==> config.mk <==
export PLATFORM = sky130hd
export DESIGN_NAME = pbr_regs_top
export DESIGN_NICKNAME = d
export VERILOG_FILES = /design/src/pbr_pkg.sv /design/src/pbr_pid_match.sv /design/src/pbr_regs_top.sv
export VERILOG_INCLUDE_DIRS = /design/src /design/src/src
export SDC_FILE = /design/constraint.sdc
export NUM_CORES = 1
export LEC_CHECK = 0
export ABC_AREA = 0
export BUFFER_PORTS_ARGS = -buffer_cell sky130_fd_sc_hd__buf_2
export CAP_MARGIN = 25
export CORE_UTILIZATION = 62
export DETAILED_ROUTE_END_ITERATION = 10
export PLACE_DENSITY = 0.81
export REMOVE_ABC_BUFFERS = 1
export SLEW_MARGIN = 20
export SYNTH_ARGS = -nofsm -noshare
export SYNTH_HDL_FRONTEND = slang
export SYNTH_SLANG_ARGS = --single-unit
==> constraint.sdc <==
create_clock -name i_clk -period 2.7 [get_ports i_clk]
set_input_delay 0.54 -clock i_clk [delete_from_list [all_inputs] [get_ports i_clk]]
set_output_delay 0.54 -clock i_clk [all_outputs]
set_load 0.005 [all_outputs]
==> src/pbr_defs.svh <==
// Offsets, field positions, reset values and masks of the port B routing registers
`ifndef PBR_DEFS_SVH
`define PBR_DEFS_SVH

//------------------------------------------------------------
// Register byte offsets
//------------------------------------------------------------
`define PBR_OFF_STATUS 12'h0c8
`define PBR_OFF_ENABLES 12'h0cc
`define PBR_OFF_MASK 12'h0d0
`define PBR_OFF_ROUTE 12'h0d4
`define PBR_OFF_CTRL 12'h0e4
`define PBR_OFF_LOC_BASE 12'h100
`define PBR_LOC_SEL_HI 11
`define PBR_LOC_SEL_LO 5
`define PBR_LOC_IDX_HI 4
`define PBR_LOC_IDX_LO 2

//------------------------------------------------------------
// Field positions
//------------------------------------------------------------
`define PBR_BIT_INS 8
`define PBR_BIT_OVF 0
`define PBR_BIT_FILT_EN 0
`define PBR_BIT_INS_EN 1
`define PBR_ROUTE_STRIDE 4
`define PBR_NUM_LOC 8

//------------------------------------------------------------
// Writable masks and reset values
//------------------------------------------------------------
`define PBR_EVT_WMASK 32'h0000_0101
`define PBR_ROUTE_WMASK 32'h7777_7777
`define PBR_CTRL_WMASK 32'h0000_0003
`define PBR_RST_WORD 32'h0000_0000
`define PBR_ZERO_WORD 32'h0000_0000

`endif

==> src/pbr_pkg.sv <==
// Types shared by the port B routing register bank
package pbr_pkg;

    typedef logic [2:0] pbr_buf_t;
    typedef logic [2:0] pbr_loc_t;
    typedef logic [31:0] pbr_word_t;

endpackage : pbr_pkg

==> src/pbr_pid_match.sv <==
// Masked identifier compare against eight filter locations, lowest index wins
`timescale 1ns/1ps

module pbr_pid_match
(
    input wire pbr_pkg::pbr_word_t i_pid,
    input wire pbr_pkg::pbr_word_t i_mask,
    input wire logic [255:0] i_loc_pid,
    output logic o_any,
    output pbr_pkg::pbr_loc_t o_first
);
    import pbr_pkg::*;

    logic [7:0] hit;

    //------------------------------------------------------------
    // Per location compare
    //------------------------------------------------------------
    // Only bits with a one in the mask take part; an empty mask hits all
    genvar n;
    generate
        for (n = 0; n < 8; n = n + 1)
        begin : g_loc
            assign hit[n] = (((i_pid ^ i_loc_pid[n*32 +: 32]) & i_mask) == 32'h0000_0000);
        end
    endgenerate

    //------------------------------------------------------------
    // Priority pick
    //------------------------------------------------------------
    // Scan downward so the lowest matching location is left standing
    always_comb
    begin
        o_first = 3'h0;
        for (int k = 7; k >= 0; k--)
        begin
            if (hit[k])
            begin
                o_first = pbr_loc_t'(k);
            end
        end
    end

    assign o_any = |hit;

endmodule : pbr_pid_match

==> src/pbr_regs_top.sv <==
// Port B interrupt enables, identifier mask and buffer routing behind an APB slave
`timescale 1ns/1ps
`include "pbr_defs.svh"

//------------------------------------------------------------
// Notes on behaviour
// Reserved bits of the enable and routing registers ignore writes and read as zero.
// Enable bit 8 lets a set insertion-done status bit drive the summary interrupt.
// Enable bit 0 lets a set transmit-overflow status bit drive the summary interrupt.
// Identifier compare looks only at bit positions where the mask holds a one.
// An all-zero mask compares nothing, so every packet passes the filter.
// A packet hitting location n goes to the buffer held in bits 4n+2 down to 4n.
// Insertion done sets its status bit and switches insertion off until re-enabled.
// An input buffer overflow on the port sets the transmit-overflow status bit.
// Summary is the OR of status AND enable per event; all fields reset to zero.
//------------------------------------------------------------

module pbr_regs_top
(
    input wire logic i_clk,
    input wire logic i_rst_b,
    input wire logic i_psel,
    input wire logic i_penable,
    input wire logic i_pwrite,
    input wire logic [11:0] i_paddr,
    input wire pbr_pkg::pbr_word_t i_pwdata,
    input wire logic [3:0] i_pstrb,
    output logic o_pready,
    output logic o_pslverr,
    output pbr_pkg::pbr_word_t o_prdata,
    input wire logic i_insert_done,
    input wire logic i_tx_overflow,
    input wire logic i_pid_valid,
    input wire pbr_pkg::pbr_word_t i_pid,
    output logic o_insert_enable,
    output logic o_filter_enable,
    output logic o_irq,
    output logic o_route_valid,
    output logic o_route_hit,
    output pbr_pkg::pbr_buf_t o_route_buf
);
    import pbr_pkg::*;

    //------------------------------------------------------------
    // Byte lane merge
    //------------------------------------------------------------
    function automatic pbr_word_t merge_lanes(input pbr_word_t old_v,
                                              input pbr_word_t new_v,
                                              input logic [3:0] strb);
        pbr_word_t r;
        r = old_v;
        for (int b = 0; b < 4; b++)
        begin
            if (strb[b])
            begin
                r[b*8 +: 8] = new_v[b*8 +: 8];
            end
        end
        return r;
    endfunction : merge_lanes

    //------------------------------------------------------------
    // Storage
    //------------------------------------------------------------
    pbr_word_t status_q;
    pbr_word_t status_d;
    pbr_word_t enables_q;
    pbr_word_t mask_q;
    pbr_word_t route_q;
    pbr_word_t ctrl_q;
    pbr_word_t ctrl_d;
    pbr_word_t loc_q [8];
    pbr_word_t prdata_q;
    logic route_valid_q;
    logic route_hit_q;
    pbr_buf_t route_buf_q;

    //------------------------------------------------------------
    // Address decode
    //------------------------------------------------------------
    logic setup_ph;
    logic wr_en;
    logic sel_status;
    logic sel_enables;
    logic sel_mask;
    logic sel_route;
    logic sel_ctrl;
    logic sel_loc;
    logic addr_hit;
    logic [2:0] loc_idx;
    logic [11:0] loc_base;
    pbr_word_t wr_word;
    pbr_word_t w1c_bits;
    pbr_word_t rd_fixed;
    pbr_word_t rd_mux;
    pbr_word_t evt_set;

    assign setup_ph = i_psel & ~i_penable;
    assign wr_en = i_psel & i_penable & i_pwrite & addr_hit;
    assign sel_status = (i_paddr == `PBR_OFF_STATUS);
    assign sel_enables = (i_paddr == `PBR_OFF_ENABLES);
    assign sel_mask = (i_paddr == `PBR_OFF_MASK);
    assign sel_route = (i_paddr == `PBR_OFF_ROUTE);
    assign sel_ctrl = (i_paddr == `PBR_OFF_CTRL);
    // Base held in a wire, since a literal cannot be part-selected
    assign loc_base = `PBR_OFF_LOC_BASE;
    // Filter locations sit eight words from the base; low two bits must be zero
    assign sel_loc = (i_paddr[`PBR_LOC_SEL_HI:`PBR_LOC_SEL_LO] ==
                      loc_base[`PBR_LOC_SEL_HI:`PBR_LOC_SEL_LO]) &&
                     (i_paddr[1:0] == 2'h0);
    assign loc_idx = i_paddr[`PBR_LOC_IDX_HI:`PBR_LOC_IDX_LO];
    assign addr_hit = sel_status | sel_enables | sel_mask | sel_route | sel_ctrl | sel_loc;

    // Zero wait states; the wait for read data is hidden in the setup phase
    assign o_pready = 1'b1;
    assign o_pslverr = i_psel & i_penable & ~addr_hit;

    //------------------------------------------------------------
    // Read select
    //------------------------------------------------------------
    // Stored values already hold zeros in reserved places, so no masking here
    assign rd_fixed = sel_status  ? status_q  :
                      sel_enables ? enables_q :
                      sel_mask    ? mask_q    :
                      sel_route   ? route_q   :
                      sel_ctrl    ? ctrl_q    : `PBR_ZERO_WORD;
    assign rd_mux = sel_loc ? loc_q[loc_idx] : rd_fixed;

    // Read data is taken at the end of setup, so it comes from a flop
    always_ff @(posedge i_clk or negedge i_rst_b)
    begin
        if (!i_rst_b)
            prdata_q <= `PBR_RST_WORD;
        else if (setup_ph && !i_pwrite)
            prdata_q <= rd_mux;
    end

    assign o_prdata = prdata_q;

    //------------------------------------------------------------
    // Write side helpers
    //------------------------------------------------------------
    assign wr_word = i_pwdata & {{8{i_pstrb[3]}}, {8{i_pstrb[2]}},
                                 {8{i_pstrb[1]}}, {8{i_pstrb[0]}}};
    assign w1c_bits = (wr_en && sel_status) ? (wr_word & `PBR_EVT_WMASK) : `PBR_ZERO_WORD;
    assign evt_set = {23'h00_0000, i_insert_done, 7'h00, i_tx_overflow};

    //------------------------------------------------------------
    // Sticky status
    //------------------------------------------------------------
    // A new event in the same cycle as its clear still lands
    assign status_d = (status_q & ~w1c_bits) | evt_set;

    always_ff @(posedge i_clk or negedge i_rst_b)
    begin
        if (!i_rst_b)
            status_q <= `PBR_RST_WORD;
        else
            status_q <= status_d;
    end

    //------------------------------------------------------------
    // Enables, mask and routing
    //------------------------------------------------------------
    // Write masks keep reserved bits at zero whatever software writes
    always_ff @(posedge i_clk or negedge i_rst_b)
    begin
        if (!i_rst_b)
        begin
            enables_q <= `PBR_RST_WORD;
            mask_q <= `PBR_RST_WORD;
            route_q <= `PBR_RST_WORD;
        end
        else if (wr_en)
        begin
            if (sel_enables)
                enables_q <= merge_lanes(enables_q, i_pwdata, i_pstrb) & `PBR_EVT_WMASK;
            if (sel_mask)
                mask_q <= merge_lanes(mask_q, i_pwdata, i_pstrb);
            if (sel_route)
                route_q <= merge_lanes(route_q, i_pwdata, i_pstrb) & `PBR_ROUTE_WMASK;
        end
    end

    //------------------------------------------------------------
    // Filter locations
    //------------------------------------------------------------
    genvar g;
    generate
        for (g = 0; g < `PBR_NUM_LOC; g = g + 1)
        begin : g_loc
            always_ff @(posedge i_clk or negedge i_rst_b)
            begin
                if (!i_rst_b)
                    loc_q[g] <= `PBR_RST_WORD;
                else if (wr_en && sel_loc && (loc_idx == g))
                    loc_q[g] <= merge_lanes(loc_q[g], i_pwdata, i_pstrb);
            end
        end
    endgenerate

    //------------------------------------------------------------
    // Control: filter enable and insertion enable
    //------------------------------------------------------------
    // Insertion switches itself off when done; a software write that same
    // cycle wins, since it can only mean a deliberate re-arm
    always_comb
    begin
        ctrl_d = ctrl_q;
        if (i_insert_done)
            ctrl_d[`PBR_BIT_INS_EN] = 1'b0;
        if (wr_en && sel_ctrl)
            ctrl_d = merge_lanes(ctrl_q, i_pwdata, i_pstrb) & `PBR_CTRL_WMASK;
    end

    always_ff @(posedge i_clk or negedge i_rst_b)
    begin
        if (!i_rst_b)
            ctrl_q <= `PBR_RST_WORD;
        else
            ctrl_q <= ctrl_d;
    end

    assign o_insert_enable = ctrl_q[`PBR_BIT_INS_EN];
    assign o_filter_enable = ctrl_q[`PBR_BIT_FILT_EN];

    //------------------------------------------------------------
    // Summary interrupt
    //------------------------------------------------------------
    assign o_irq = (status_q[`PBR_BIT_INS] & enables_q[`PBR_BIT_INS]) |
                   (status_q[`PBR_BIT_OVF] & enables_q[`PBR_BIT_OVF]);

    //------------------------------------------------------------
    // Identifier match and buffer routing
    //------------------------------------------------------------
    logic [255:0] loc_flat;
    logic any_hit;
    pbr_loc_t first_loc;
    pbr_buf_t sel_buf;

    generate
        for (g = 0; g < `PBR_NUM_LOC; g = g + 1)
        begin : g_flat
            assign loc_flat[g*32 +: 32] = loc_q[g];
        end
    endgenerate

    pbr_pid_match u_match
    (
        .i_pid(i_pid),
        .i_mask(mask_q),
        .i_loc_pid(loc_flat),
        .o_any(any_hit),
        .o_first(first_loc)
    );

    // Field for location n starts at bit 4n
    assign sel_buf = route_q[first_loc * `PBR_ROUTE_STRIDE +: 3];

    // One cycle latency; a disabled filter passes all to buffer 0, unmatched
    always_ff @(posedge i_clk or negedge i_rst_b)
    begin
        if (!i_rst_b)
        begin
            route_valid_q <= 1'b0;
            route_hit_q <= 1'b0;
            route_buf_q <= 3'h0;
        end
        else
        begin
            route_valid_q <= i_pid_valid & (~o_filter_enable | any_hit);
            route_hit_q <= i_pid_valid & o_filter_enable & any_hit;
            route_buf_q <= (o_filter_enable && any_hit) ? sel_buf : 3'h0;
        end
    end

    assign o_route_valid = route_valid_q;
    assign o_route_hit = route_hit_q;
    assign o_route_buf = route_buf_q;
endmodule : pbr_regs_top

==> metrics.md <==
| Metric | Value |
|---|---|
| Routed WL per cell | 29.19 microns |
| Reg2Reg Depth | 10 |
| Startpoint Class | flop |
| CP Class | reg -> reg |
| RSZ-0062 raised after global routing | yes |
| Residual DRC count | 0 |
| Share of cells above drive strength 1 | 43.38% |
| Yosys warns | 0 |
| Min Clock Period, post-route | 2.822 ns |
| Commonest cells post-synth | 355 x dfrtp_1, 301 x mux2_2, 256 x xor2_1, 128 x a22oi_1, 74 x nor2_1 |
| Required time worst endpoint | 3.15 ns |
| IO Port Bufs | 128 |
| Post-synthesis cell count | 1602 |
| Critical Path End Type | flop |
| Total track usage | 41.68% |
| Reg power frac | 45.9% |
| Syn_area_per_cell | 12.42 sq um |
| Reg-to-Reg End | o_route_buf[2]$_DFF_PN0_ |
| Initial Util | 63.07% |
| Worst Path Arrival | 3.27 ns |
| Hold Path End | status_q[0]$_DFF_PN0_ |
| Compound-Gate Fraction of Synth Area | 8.086% |
| Vert. Die Dim | 181.2 microns |
| DRT Pass-1 Iters | 5 |
| Worst VDD drop | 0.0005057 V |
| Final HPWL from detailed placement | 48.60 mm |
| Slew @ Worst Pin | 0.5469 ns |
| Mux cell area share after synthesis | 27.04% |
| Number of global-route vias before repair | 15.68k |
| Post-synthesis xor/xnor area fraction | 11.27% |
| Worst r2r src | mask_q[23]$_DFFE_PN0P_ |
| CTS Sinks | 355 |
| Sw Ratio | 23.75% |
| Synth Area in Adders | 0% |
| Max H-tree Level | 2 |
| Worst Hold Class | in -> reg |
| Peak Freq | 354.3 MHz |
| Final nets | 1960 |
| Outcome | complete, but fails checks |
| Post-synth top area share | 44.64% |
| Routed WL | 67.13 mm |
| R2R Setup Slk | -0.12 ns |
| Main synth FF type | dfrtp_1 |
| Relative slew margins | 63.26% |
| Clock power share | 45.6% |
| Largest net degree at the start of global routing | 85 |
| Initial antenna violation count | 3 |
| Root buffer cell | clkbuf_16 |
| Clock transition at path regs | 0.05 ns |
| Hold Crit Depth | 2 |
| Sw power | 0.002813 W |
| Yosys reg bits | 355 |
| Number of I/O pins | 130 |
| Largest cells by area after synthesis | dfrtp_1 45%, mux2_2 17%, xor2_1 11%, mux4_2 7.2%, a22oi_1 4.8% |
| DR vias | 15.35k |
| Slew Viols, Final | 0 |
| Area Overhead vs Synth | 21.57% |
| Most common cell in the netlist | dfrtp_1 |
| Hold WS | 0.2035 ns |
| Post-synthesis simple-gate area fraction | 5.401% |
| GRT overflow | 0 |
| Largest family of logic cells by synthesized area | multiplexers |
| First-pass GRT wire length | 100.6 mm |
| Rows | 65 |
| 1st-iter DRT viols | 1697 |
| Distinct cells, synth | 52 |
| Via-per-instance ratio | 6.672 |
| Final ANT Viol Nets | 0 |
| Worst skew pair latency | 0.52 ns |
| Final setup skew | 0.01406 ns |
| Worst Min Path Start | i_tx_overflow |
| Hold Vio Cnt, Final | 0 |
| Die extent in x | 181.2 microns |
| Max Cap Viol | 0 |
| PwrDens | 489.7 mW/mm^2 |
| Tcrit/Tclk final | 104.5% |
| Routability cong. | 1.005 |
| Setup TNS | -0.3208 ns |
| Final setup vio count | 3 |
| Core box area | 0.03156 sq mm |
| Largest area contributor in the netlist | dfrtp_1 |
| Final WS setup | -0.1223 ns |
| Die ar. | 0.03282 sq mm |
| CTS tree | built |
| Pleak | 12.08 nW |
| Post-synth ARST share | 100.0% |
| Clock tree buffer depth | 3 |
| Comb power frac | 8.4% |
| Register area share after synthesis | 44.64% |
| Violated checks | setup timing |
| Critical path peak fanout | 6 |
| EDFF count, synth | 0 |
| Int Power | 0.009034 W |
| Inserted Clock Buffers | 40 |
| Synth Cell Area | 0.01990 sq mm |
layout make-up:
class                      instances  area (sq um)
clock inverter                     8         121.4
multi-input combinational       1103         10440
timing repair buffer             363          3039
antenna                            1         2.502
clock buffer                      59          1164
inverter                           9         33.78
sequential                       355          8890
tap                              402         503.0
fill                            1983          7363
stage by stage:
step | std cells | area [sq um] | power (W) | utilization [%] | worst slack [ns]
6_report | 2300 | 24190 | 0.01185 | 76.67 | -0.1223
5_1_grt | 2299 | 24190 | 0.01218 | 76.66 | -0.1746
4_1_cts | 2296 | 24090 | 0.01188 | 76.33 | -0.08310
3_5_place_dp | 2227 | 22740 | 0.006510 | 72.05 | -0.7573
3_3_place_gp | 2227 | 22740 | 0.006484 | 72.05 | -0.6134
2_1_floorplan | 1467 | 19230 | 0.005818 | - | -1.701
critical path: stages, from the launching register on:
cell and delay [ns]:
dfrtp_2 0.45, buf_4 0.17, a22oi_1 0.24, nand4_1 0.27, nor4_4 0.41, nor2b_2 0.08, o31a_2 0.36, buf_4 0.16
mux2i_1 0.14, a221oi_2 0.29, o21a_1 0.17
worst max path at each step:
stage                                   start                  endpoint  slack (ns)  cells after the start
floorplan                           i_penable   o_prdata[0]$_DFFE_PN0P_       -1.70                      2
global placement                    i_pid[23]  o_route_buf[2]$_DFF_PN0_       -0.61                     12
detailed placement                  i_pid[23]  o_route_buf[0]$_DFF_PN0_       -0.76                     12
CTS                  loc_flat[97]$_DFFE_PN0P_  o_route_buf[0]$_DFF_PN0_       -0.08                     10
global route        loc_flat[215]$_DFFE_PN0P_  o_route_buf[2]$_DFF_PN0_       -0.17                     10
finish                 mask_q[23]$_DFFE_PN0P_  o_route_buf[2]$_DFF_PN0_       -0.12                     10
timing repair:
item | in CTS | in global routing
hold endpoints to repair | 30 | 0
hold buffers | 1 | 0
pin swaps | 4 | 13
endpoints found under the setup margin | 4 | 4
buffers inserted | 1 | 4
gates resized for setup | 12 | 16
flip-flops by register name (all words and copies together) (netlist names):
signal / flops
route_q: 24
ctrl_q: 2
o_prdata: 32
o_route_hit: 1
o_route_buf: 3
loc_flat: 256
enables_q: 2
o_route_valid: 1
mask_q: 32
status_q: 2
cells by family (layout without fill, tap and decap cells):
| family | count (synthesis) | count (layout) |
|---|---|---|
| xor+xnor | 256 | 256 |
| compound gates | 224 | 224 |
| flops | 355 | 355 |
| simple gates | 204 | 204 |
| mux | 418 | 418 |
| buf+inv | 144 | 439 |
| other cells | 1 | 2 |
layout by cell type, fill, tap and decap left out, types with 4 or more instances in the layout:
| cell type | synthesis | layout |
|---|---|---|
| clkbuf_8 | 0 | 7 |
| a21oi_1 | 47 | 42 |
| a22oi_2 | 0 | 5 |
| nor2_1 | 74 | 74 |
| inv_1 | 9 | 9 |
| nor3_1 | 7 | 6 |
| mux2i_1 | 37 | 37 |
| mux2_2 | 301 | 301 |
| buf_12 | 0 | 49 |
| mux4_2 | 64 | 64 |
| and2_1 | 4 | 4 |
| xor2_1 | 256 | 255 |
| and3_1 | 5 | 5 |
| dfrtp_2 | 0 | 5 |
| o21ai_0 | 4 | 4 |
| a21o_1 | 4 | 4 |
| nand3_1 | 8 | 8 |
| nand4_1 | 34 | 34 |
| clkbuf_16 | 0 | 41 |
| buf_2 | 27 | 125 |
| clkbuf_1 | 51 | 11 |
| mux2_1 | 16 | 16 |
| nand2_1 | 44 | 44 |
| nor4_4 | 4 | 5 |
| dfrtp_1 | 355 | 350 |
| a221oi_1 | 25 | 23 |
| buf_4 | 7 | 186 |
| a22oi_1 | 128 | 123 |
| nor4_1 | 6 | 4 |
metal layers:
metal	up-vias	share of wire, %	global-route usage [%]	routed length (microns)
li1	6404	-	-	-
met1	7849	41	57.76	27430
met2	897	45	62.55	29920
met3	192	10	11.75	7002
met4	4	4.1	15.69	2756
met5	-	0.028	0	19
power groups by stage:
stage | combinational, W | clock (W) | sequential (W)
detailed placement | 0.000973 | 0 | 0.00554
global route | 0.00107 | 0.00566 | 0.00545
floorplan | 0.000273 | 0 | 0.00555
CTS | 0.000987 | 0.00545 | 0.00544
global placement | 0.000953 | 0 | 0.00553
finish | 0.00100 | 0.00541 | 0.00544
Power figures use the tool's default switching activity.
